===== config.mk =====
export PLATFORM = sky130hd
export DESIGN_NAME = wpd_detector
export DESIGN_NICKNAME = d
export VERILOG_FILES = /design/src/include/wpd_pkg.sv /design/src/logic/wpd_detector.sv
export VERILOG_INCLUDE_DIRS = /design/src /design/src/include
export SDC_FILE = /design/constraint.sdc
export NUM_CORES = 1
export LEC_CHECK = 0
export ABC_AREA = 1
export BUFFER_PORTS_ARGS = -buffer_cell sky130_fd_sc_hd__clkbuf_2
export CAP_MARGIN = 40
export CORE_MARGIN = 3
export CORE_UTILIZATION = 40
export CTS_CLUSTER_DIAMETER = 30
export DETAILED_ROUTE_END_ITERATION = 10
export PLACE_DENSITY = 0.62
export SLEW_MARGIN = 10
export SYNTH_ARGS = -nofsm -noshare
export SYNTH_HDL_FRONTEND = slang
export SYNTH_SLANG_ARGS = --single-unit

===== constraint.sdc =====
create_clock -name clk_sys -period 1.91 [get_ports clk_sys]
set_clock_uncertainty 0.15 [all_clocks]
set_input_delay 0.2865 -clock clk_sys [delete_from_list [all_inputs] [get_ports clk_sys]]
set_output_delay 0.2865 -clock clk_sys [all_outputs]
set_load 0.01 [all_outputs]

===== src/include/wpd_defines.svh =====
// Constants of the wake pin detector
`ifndef WPD_DEFINES_SVH
`define WPD_DEFINES_SVH
// Filter time window in ns and clock period in ns
`define WPD_FILT_MIN_NS   10000
`define WPD_FILT_MAX_NS   25000
`define WPD_CLK_PERIOD_NS 4
// Filter count: at least the minimum time, rounded up
`define WPD_FILT_CYCLES   ((`WPD_FILT_MIN_NS + `WPD_CLK_PERIOD_NS - 1) / `WPD_CLK_PERIOD_NS)
`define WPD_RST_LEVEL     1'b0
// Pad output enable after reset: high, so the pin is never driven
`define WPD_PAD_OE_N_RST  1'b1
`endif


===== src/include/wpd_pkg.sv =====
// Types of the wake pin detector
package wpd_pkg;
   typedef enum logic [2:0] {
      WPD_MODE_OFF,
      WPD_MODE_NORMAL,
      WPD_MODE_STOP,
      WPD_MODE_FLASH,
      WPD_MODE_SLEEP,
      WPD_MODE_FAILSAFE,
      WPD_MODE_OTHER
   } wpd_mode_type;

   typedef struct packed {
      logic rise;
      logic fall;
   } wpd_edge_type;
endpackage


===== src/logic/wpd_detector.sv =====
// Wake pin detector: synchroniser, filter, edge flags, mode requests
`timescale 1ns/10ps
`include "wpd_defines.svh"
// Behaviour
// Both edge directions count as wake events
// Accept level only after filter time
// Software enable gates wake capability
// OFF mode: pin undriven, events ignored
// Level readable in Normal, Stop, Flash
// Enabled filtered edge leaves Sleep
// Fail-Safe edge always requests Restart
// Enabled active modes set edge flags, interrupt
// Rise and fall interrupts masked separately
// Refuse Normal-to-Sleep while flags set
// Pending flag wakes right after Sleep entry
// Controller clears flags before Sleep command
// Synchronise input before filtering
module wpd_detector #(
   parameter int FILT_CYCLES = `WPD_FILT_CYCLES
) (
   // Clock and reset
   input  wire logic              clk_sys,
   input  wire logic              rst_n,
   // Wake pin
   input  wire logic              wake_input,
   output logic                   wake_pad_oe_n,
   // Mode and control
   input  wire wpd_pkg::wpd_mode_type mode,
   input  wire logic              wake_pin_enable,
   input  wire wpd_pkg::wpd_edge_type irq_mask,
   input  wire wpd_pkg::wpd_edge_type flag_clear,
   input  wire logic              sleep_cmd,
   // Status and requests
   output logic                   wake_level_status,
   output logic                   wake_rise_flag,
   output logic                   wake_fall_flag,
   output logic                   wake_irq,
   output logic                   wakeup_req,
   output logic                   restart_req,
   output logic                   sleep_grant,
   output logic                   sleep_refused
);
   import wpd_pkg::*;

   // ****************************************
   // Parameters and checks
   // ****************************************
   localparam int CW = $clog2(FILT_CYCLES + 1);

   // A count beyond the window cannot meet the filter time, so it stops elaboration
   if (FILT_CYCLES < 1 || FILT_CYCLES * `WPD_CLK_PERIOD_NS > `WPD_FILT_MAX_NS) begin : g_filt_bad
      $error("FILT_CYCLES outside the filter window");
   end

   // ****************************************
   // State
   // ****************************************
   typedef struct packed {
      logic          sync1;
      logic          sync2;
      logic          filt;
      logic [CW-1:0] cnt;
      logic          level;
      logic          rise_f;
      logic          fall_f;
      logic          irq;
      logic          wake;
      logic          rst_rq;
      logic          grant;
      logic          refused;
      logic          pad_oe_n;
   } wpd_state_type;

   // Pad stays undriven from reset on; the filtered level starts low
   localparam wpd_state_type ST_RST = '{pad_oe_n: `WPD_PAD_OE_N_RST, filt: `WPD_RST_LEVEL, default: '0};

   wpd_state_type st_r;
   wpd_state_type st_nxt;

   logic ev_rise;
   logic ev_fall;
   logic pw_on;
   logic active;

   // ****************************************
   // Next-state logic
   // ****************************************
   always_comb begin
      st_nxt = st_r;
      // Input-only pin: the pad is never driven, in any mode
      st_nxt.pad_oe_n = 1'b1;
      pw_on  = (mode != WPD_MODE_OFF);
      active = (mode == WPD_MODE_NORMAL) || (mode == WPD_MODE_STOP) || (mode == WPD_MODE_FLASH);
      // Two stages; only the second stage is looked at
      st_nxt.sync1 = wake_input;
      st_nxt.sync2 = st_r.sync1;
      ev_rise = 1'b0;
      ev_fall = 1'b0;
      // Counter restarts on every bounce of the synchronised level
      if (!pw_on || st_r.sync2 == st_r.filt) begin
         st_nxt.cnt = '0;
      end else if (st_r.cnt == CW'(FILT_CYCLES - 1)) begin
         st_nxt.cnt  = '0;
         st_nxt.filt = st_r.sync2;
         ev_rise     = st_r.sync2;
         ev_fall     = !st_r.sync2;
      end else begin
         st_nxt.cnt = st_r.cnt + CW'(1);
      end
      if (active) begin
         st_nxt.level = st_r.filt;
      end
      // Set wins over clear
      if (flag_clear.rise) st_nxt.rise_f = 1'b0;
      if (flag_clear.fall) st_nxt.fall_f = 1'b0;
      if (!pw_on) begin
         st_nxt.rise_f = 1'b0;
         st_nxt.fall_f = 1'b0;
      end
      if (active && wake_pin_enable && ev_rise) st_nxt.rise_f = 1'b1;
      if (active && wake_pin_enable && ev_fall) st_nxt.fall_f = 1'b1;
      st_nxt.irq = (st_nxt.rise_f && !irq_mask.rise) || (st_nxt.fall_f && !irq_mask.fall);
      // Sleep wake on a new edge or a left-over flag
      st_nxt.wake = (mode == WPD_MODE_SLEEP) &&
                    ((wake_pin_enable && (ev_rise || ev_fall)) || st_r.rise_f || st_r.fall_f);
      st_nxt.rst_rq  = (mode == WPD_MODE_FAILSAFE) && (ev_rise || ev_fall);
      st_nxt.grant   = sleep_cmd && (mode == WPD_MODE_NORMAL) && !st_r.rise_f && !st_r.fall_f;
      st_nxt.refused = sleep_cmd && (mode == WPD_MODE_NORMAL) && (st_r.rise_f || st_r.fall_f);
   end

   // ****************************************
   // State register
   // ****************************************
   always_ff @(posedge clk_sys) begin
      if (!rst_n) begin
         st_r <= ST_RST;
      end else begin
         st_r <= st_nxt;
      end
   end

   // ****************************************
   // Outputs
   // ****************************************
   // Each output is a register field, so no pin sees a combinational glitch
   assign wake_pad_oe_n     = st_r.pad_oe_n;
   assign wake_level_status = st_r.level;
   assign wake_rise_flag    = st_r.rise_f;
   assign wake_fall_flag    = st_r.fall_f;
   assign wake_irq          = st_r.irq;
   assign wakeup_req        = st_r.wake;
   assign restart_req       = st_r.rst_rq;
   assign sleep_grant       = st_r.grant;
   assign sleep_refused     = st_r.refused;

   // ****************************************
   // Assertions
   // ****************************************
   logic flt_chg;
   assign flt_chg = st_nxt.filt != st_r.filt;

   // Filter: a change needs a run of the new level, and the count never skips a step
   no_short_pulse_a: assert property (@(posedge clk_sys) disable iff (!rst_n)
      $changed(st_r.filt) |-> $past(st_r.sync2 != st_r.filt, 2))
      else $error("filter passed early");
   cnt_step_a: assert property (@(posedge clk_sys) disable iff (!rst_n)
      (pw_on && st_r.sync2 != st_r.filt && st_r.cnt != CW'(FILT_CYCLES - 1)) |=>
      st_r.cnt == $past(st_r.cnt) + CW'(1)) else $error("filter count skipped");
   filt_follow_a: assert property (@(posedge clk_sys) disable iff (!rst_n)
      (pw_on && st_r.sync2 != st_r.filt && st_r.cnt == CW'(FILT_CYCLES - 1)) |=> st_r.filt == $past(st_r.sync2))
      else $error("filter stuck");
   rise_set_a: assert property (@(posedge clk_sys) disable iff (!rst_n)
      (active && wake_pin_enable && ev_rise) |=> wake_rise_flag)
      else $error("rise flag missed");
   fall_set_a: assert property (@(posedge clk_sys) disable iff (!rst_n)
      (active && wake_pin_enable && ev_fall) |=> wake_fall_flag)
      else $error("fall flag missed");
   no_enable_a: assert property (@(posedge clk_sys) disable iff (!rst_n)
      (!wake_pin_enable && !wake_rise_flag && mode != WPD_MODE_SLEEP) |=> !wake_rise_flag || $past(wake_pin_enable))
      else $error("flag without enable");
   off_ignore_a: assert property (@(posedge clk_sys) disable iff (!rst_n)
      (mode == WPD_MODE_OFF) |=> !wake_rise_flag && !wake_fall_flag && !restart_req)
      else $error("event in off");
   irq_mask_a: assert property (@(posedge clk_sys) disable iff (!rst_n)
      wake_irq |-> (wake_rise_flag && !$past(irq_mask.rise)) || (wake_fall_flag && !$past(irq_mask.fall)))
      else $error("masked irq");
   irq_set_a: assert property (@(posedge clk_sys) disable iff (!rst_n)
      ((wake_rise_flag && !$past(irq_mask.rise)) || (wake_fall_flag && !$past(irq_mask.fall))) |-> wake_irq)
      else $error("unmasked flag without irq");
   failsafe_a: assert property (@(posedge clk_sys) disable iff (!rst_n)
      (mode == WPD_MODE_FAILSAFE && (ev_rise || ev_fall)) |=> restart_req)
      else $error("no restart");
   restart_only_a: assert property (@(posedge clk_sys) disable iff (!rst_n)
      (mode != WPD_MODE_FAILSAFE) |=> !restart_req)
      else $error("restart outside fail-safe");
   sleep_wake_a: assert property (@(posedge clk_sys) disable iff (!rst_n)
      (mode == WPD_MODE_SLEEP && (wake_rise_flag || wake_fall_flag)) |=> wakeup_req)
      else $error("no sleep wake");
   sleep_edge_a: assert property (@(posedge clk_sys) disable iff (!rst_n)
      (mode == WPD_MODE_SLEEP && wake_pin_enable && (ev_rise || ev_fall)) |=> wakeup_req)
      else $error("edge no wake");
   refuse_a: assert property (@(posedge clk_sys) disable iff (!rst_n)
      (sleep_cmd && mode == WPD_MODE_NORMAL && (wake_rise_flag || wake_fall_flag)) |=> sleep_refused && !sleep_grant)
      else $error("sleep not refused");
   grant_ok_a: assert property (@(posedge clk_sys) disable iff (!rst_n)
      (sleep_cmd && mode == WPD_MODE_NORMAL && !wake_rise_flag && !wake_fall_flag) |=> sleep_grant && !sleep_refused)
      else $error("clean sleep not granted");
   no_grant_a: assert property (@(posedge clk_sys) disable iff (!rst_n)
      !(sleep_cmd && mode == WPD_MODE_NORMAL) |=> !sleep_grant && !sleep_refused)
      else $error("sleep answer without command");
   level_a: assert property (@(posedge clk_sys) disable iff (!rst_n)
      active |=> wake_level_status == $past(st_r.filt))
      else $error("level wrong");

   // ****************************************
   // Coverage
   // ****************************************
   rise_c: cover property (@(posedge clk_sys) disable iff (!rst_n) $rose(wake_rise_flag));
   fall_c: cover property (@(posedge clk_sys) disable iff (!rst_n) $rose(wake_fall_flag));
   wake_c: cover property (@(posedge clk_sys) disable iff (!rst_n) $rose(wakeup_req));
   refuse_c: cover property (@(posedge clk_sys) disable iff (!rst_n) sleep_refused);
   filt_c: cover property (@(posedge clk_sys) disable iff (!rst_n) flt_chg);
endmodule // wpd_detector


==> results of run 1 <==
[through the flow]
stage / utilization (%) / area, um2 / setup WS, ns / power, uW
3_5_place_dp: 47.4 / 1190 / 0.301 / 531
2_1_floorplan: - / 1080 / 0.458 / 517
5_1_grt: 48.9 / 1230 / 0.00408 / 773
6_report: 48.9 / 1230 / 0.184 / 744
4_1_cts: 48.9 / 1230 / 0.173 / 752
3_3_place_gp: 47.4 / 1190 / 0.375 / 530
[cells by family after synthesis]
logic type,count (synthesis),share of synthesized area [%]
other cells,1,0.346
compound gates,14,6.81
fa+ha+maj,1,1.15
buf+inv,24,9.34
simple gates,81,36.7
flops,23,42.4
xor+xnor,4,3.23
[cell type report]
type,count,area (um2)
fill,259,1290
multi-input combinational,101,523
sequential,23,460
timing repair buffer,20,105
inverter,21,78.8
tap,30,37.5
clock buffer,3,22.5
clock inverter,1,5.00
[critical path, delay by kind of cell]
| kind | cells | cell delay (ns) |
|---|---|---|
| simple gates | 5 | 0.83 |
| buf+inv | 3 | 0.67 |
[registers in the layout, indices dropped and copies added, names as in the netlist]
register	flops
wakeup_req	1
sleep_refused	1
restart_req	1
st_nxt	1
wake_fall_flag	1
sleep_grant	1
st_r	14
wake_level_status	1
wake_rise_flag	1
wake_irq	1
[layer usage]
metal	GRT usage [%]	share of wire, %	vias to the layer above
met5	0	0	-
met4	4.64	0.95	0
met3	3.79	4.7	2
met2	20.5	41	13
met1	16.7	53	428
li1	-	-	515
[power by group through the flow]
| stage | Sequential, uW | Clock, uW | Combinational (uW) |
|---|---|---|---|
| 2_1_floorplan | 495 | 0 | 22.6 |
| 3_3_place_gp | 495 | 0 | 35.4 |
| 3_5_place_dp | 495 | 0 | 36.0 |
| 4_1_cts | 484 | 229 | 38.0 |
| 5_1_grt | 485 | 245 | 43.5 |
| 6_report | 484 | 222 | 37.6 |
[worst paths after layout]
| kind | cells past startpoint | slack, ns | to |
|---|---|---|---|
| max | 8 | 0.18 | st_r[16] |
| min | 3 | -0.001 | st_nxt[22] |
| max reg2reg | 8 | 0.27 | st_r[21] |
| min reg2reg | 2 | 0.28 | st_r[22] |
[synth_stat cells (all sizes together)]
cell type,number
nand3b,3
xor2,2
a21oi,10
dfxtp,23
ha,1
nor2,22
nand2,27
inv,21
conb,1
xnor2,2
buf,2
nand4,4
clkbuf,1
nor4,2
nand3,14
or2,2
o21ai,4
nor3,7
[timing repair]
item	in CTS	in global routing
hold buffers	1	0
endpoints found under the hold margin	1	0
setup buffers	0	0
endpoints found under the setup margin	0	0
==> impl_metrics.tcl, run 1 <==
set metrics [dict create \
    critical_path_class "primary input to flip-flop" \
    htree_levels 1 \
    r2r_start "st_r[9]" \
    timing.fmax_mhz 579 \
    switching_power_uw 168 \
    routed_via_density 4.81 \
    cts-buffers-inserted 3 \
    cp-end-kind "flip-flop" \
    seq_area_frac_synth_pct 42.4 \
    status "finished, violations left" \
    maxCapViolCount 0 \
    drtPass1Iterations 4 \
    drc 0 \
    cp_cell_sequence "dlygate4sd3_1 -> clkbuf_2 -> inv_1 -> nand2_1 -> nor2_1 -> nor2_4 -> nand3_2 -> nor3_1" \
    min_from "wake_input" \
    crit_arrival_ns 1.80 \
    hold_ws_ns -0.00106 \
    core-area_mm2 0.00252 \
    gp_congestion 0.838 \
    p_leak_uw 0.000501 \
    nNetsFinal 183 \
    crit_path_top_delay_cell "dlygate4sd3_1" \
    setup_viol 0 \
    pwr-share-comb_pct 5.1 \
    vias 958 \
    synthCells 148 \
    ir_drop_v 0.000396 \
    grt_max_degree 14 \
    placed_cells 194 \
    crit_start "mode[1]" \
    pin_count 21 \
    power.density_mw_per_mm2 604 \
    syn_to_final_growth_pct 13.6 \
    synth_top_area_share_pct 42.4 \
    clock_path_buffers 2 \
    port_buffers 19 \
    synth_area_mm2 0.00108 \
    cts_tree "built" \
    initial_core_util_pct 43.0 \
    mostFrequentLayoutCells "nand2_1 (27), dfxtp_1 (23), nor2_1 (20), clkbuf_2 (19), inv_1 (18)" \
    rsz0062_at_grt "false" \
    yosys_warnings 0 \
    synth.area.top_cells "dfxtp_1 (42%), nand2_1 (9.3%), nor2_1 (6.9%), inv_1 (6.2%), nand3_1 (5.5%)" \
    seqPwrFrac_pct 65.1 \
    layout_commonest_cell "nand2_1" \
    grt_pass1_wl_um 3480 \
    grt_util_all_layers_pct 12.9 \
    clock_latency_ns 0.31 \
    grt.overflow.total 0 \
    grt_pass1_vias 873 \
    synth_seq_cells 23 \
    final.setup.tns_ns 0 \
    die-area_mm2 0.00337 \
    min_period_ns 1.73 \
    antenna_cells 0 \
    hp-class "primary input to flip-flop" \
    violations "hold timing" \
    drt_iter0_drc 27 \
    ys_types 27 \
    p_int_uw 576 \
    drive_above_1_share_pct 20.1 \
    postRouteAntennaNets 0 \
    switching_share_pct 22.6 \
    fin_cells 199 \
    syn_nets 161 \
    cts_root_buf "clkbuf_4" \
    power_frac_clock_pct 29.9 \
    syn_area_per_cell_um2 7.33 \
    fin_crit_sh_pct 90.4 \
    die_x_um 58.1 \
    critPathRequiredTime_ns 1.99 \
    cts_resized 0 \
    synth_top_area_cell "dfxtp_1" \
    dp_hpwl_um 1550 \
    wire_per_inst_um 10.1 \
    antenna_found_initial 0 \
    routed_wl_um 2010 \
    cp_max_fo 12 \
    drv_slew 0 \
    start_kind "primary input" \
    clock-sinks 23 \
    rows 18 \
    hold_viol 1 \
    max_stage_delay_ns 0.52 \
    clkTransAtPathRegs_ns 0.13 \
    die_y_um 58.1 \
]
No activity file was read; power rests on OpenSTA's default activity.
==> run 2: changes to the inputs <==
- PLACE_DENSITY: 0.62 -> default
- SETUP_SLACK_MARGIN: default -> 0.5
- SKIP_LAST_GASP: default -> 1
==> run 2 against run 1 <==
  * Global-route usage increased by 0.50 points
  * Critical path type is now flip-flop to flip-flop
  * The flow now finishes without violations
  * Combinational power increased by 5.9%
  * Highest routed layer unchanged
  * First-iteration DRC count unchanged
  * Core utilization increased by 5.3 points
  * Clock power about the same
  * Largest power group unchanged
==> impl_metrics.tcl, run 2 (synthesis gave the netlist of run 1 again) <==
set metrics [dict create \
    cp-end-kind "flip-flop" \
    port_buffers 19 \
    clock_latency_ns 0.30 \
    nNetsFinal 185 \
    drc 0 \
    largest_reg_flops 14 \
    power_frac_clock_pct 29.8 \
    clock_path_buffers 2 \
    rows 18 \
    min_period_ns 1.43 \
    clkTransAtPathRegs_ns 0.13 \
    p_leak_uw 0.000537 \
    dpl_cell_area_mm2 0.00121 \
    clock-sinks 23 \
    antenna_found_initial 0 \
    die_x_um 58.1 \
    vias 983 \
    critical_path_class "flip-flop to flip-flop" \
    regArea_um2 479 \
    initial_core_util_pct 43.0 \
    setup_ws_ns 0.484 \
    top_register "st_r" \
    pwr-share-comb_pct 5.4 \
    status "complete, no violations" \
    pre_cts_slack_ns 0.386 \
    drt_iter0_drc 27 \
    maxCapViolCount 0 \
    r2r_start "st_r[9]" \
    mostFrequentLayoutCells "nand2_1 (22), clkbuf_2 (19), inv_1 (16), nor2_1 (16), dfxtp_1 (12)" \
    htree_levels 1 \
    layout_commonest_cell "nand2_1" \
    power.density_mw_per_mm2 545 \
    core-area_mm2 0.00252 \
    routed_via_density 4.89 \
    r2r_cells 9 \
    postRouteAntennaNets 0 \
    antenna_cells 0 \
    reg2reg_to "wake_irq" \
    fin_crit_sh_pct 74.7 \
    routed_wl_um 2150 \
    switching_share_pct 22.4 \
    p_int_uw 578 \
    drive_above_1_share_pct 35.7 \
    syn_to_final_growth_pct 25.8 \
    gp_congestion 0.806 \
    drtPass1Iterations 4 \
    whs_endpoint "st_nxt[22]" \
    hold_depth 3 \
    multi_input_area_um2 618 \
    drv_slew 0 \
    grt_pass1_wl_um 3660 \
    crit_arrival_ns 1.54 \
    fin_area_mm2 0.00137 \
    hp-class "primary input to flip-flop" \
    final.setup.tns_ns 0 \
    seqPwrFrac_pct 64.8 \
    switching_power_uw 167 \
    hold_viol 0 \
    die-area_mm2 0.00337 \
    grt_util_all_layers_pct 13.4 \
    grt.overflow.total 0 \
    min_from "wake_input" \
    grt_pass1_vias 894 \
    critPathRequiredTime_ns 2.02 \
    wire_per_inst_um 10.7 \
    fillers 247 \
    ff2ff_setup_slack_ns 0.48 \
    ir_drop_v 0.000420 \
    cts_root_buf "clkbuf_4" \
    setup_viol 0 \
    cts_tree "built" \
    cts-buffers-inserted 3 \
    cp_max_fo 5 \
    grt_max_degree 13 \
    pin_count 21 \
    timing.fmax_mhz 701 \
    start_kind "flip-flop" \
    dp_hpwl_um 1560 \
    rsz0062_at_grt "true" \
    die_y_um 58.1 \
]
-- run 2: changes by cell type in the layout (fill, tap and decap cells not counted), moves of 4 or more --
cell and change:
nand2_1 -5, dfxtp_1 -11, nor2_1 -4, dfxtp_2 +9, nor2_4 +4, nand2_2 +4
-- run 2: what timing repair did --
action / 4_1_cts / 5_1_grt
resized for setup: 6 / 32
hold endpoints to repair: 1 / 0
buffers inserted: 1 / 1
hold buffers: 1 / 0
pin swaps: 2 / 13
setup endpoints to repair: 16 / 18
-- run 2: worst max-delay path by stage --
stage	endpoint	cells after the start	slack (ns)	startpoint
after detailed placement	st_r[21]	8	0.39	st_r[9]
after global placement	st_r[21]	8	0.39	st_r[9]
final	wake_irq	9	0.48	st_r[9]
after floorplan	st_r[21]	8	0.52	st_r[9]
after global routing	wake_irq	9	0.39	st_r[9]
after CTS	st_r[21]	8	0.48	st_r[9]
-- run 2: cell type report --
type / instances / share of cell area, %
multi-input combinational: 101 / 45.3
inverter: 21 / 6.14
tap: 30 / 2.75
clock buffer: 4 / 1.92
timing repair buffer: 22 / 8.80
sequential: 23 / 35.1
-- run 2: through the flow --
| stage | power, uW | hold slack, ns | util (%) | std cells |
|---|---|---|---|---|
| finish | 744 | 0.00285 | 54.1 | 201 |
| global placement | 531 | 0.253 | 47.9 | 194 |
| global route | 778 | 0.0198 | 54.1 | 201 |
| CTS | 752 | 0.00188 | 50.2 | 200 |
| floorplan | 518 | 0.214 | - | 148 |
| detailed placement | 531 | 0.255 | 47.9 | 194 |
-- run 2: power by group through the flow --
stage	Sequential, uW	Combinational, uW	Clock (uW)
floorplan	495	22.7	0
finish	482	39.8	222
global route	483	45.8	250
global placement	495	35.4	0
CTS	485	38.8	229
detailed placement	495	36.1	0
-- run 2: layer usage --
metal,routed length (um),vias up,GRT usage (%)
li1,-,522,-
met1,1020,440,17.6
met2,1030,19,22.3
met3,86,2,2.67
met4,15,0,3.97
met5,0,-,0
-- run 2: worst max-delay path, cell delays in order (launching register included) --
cell     delay, ns
dfxtp_4       0.38
ha_4          0.17
nand2_4       0.07
nor2_4        0.10
nand2_2       0.08
nor2_4        0.12
nand3_1       0.10
nand2_1       0.08
nand3_1       0.07
nand2_1       0.07
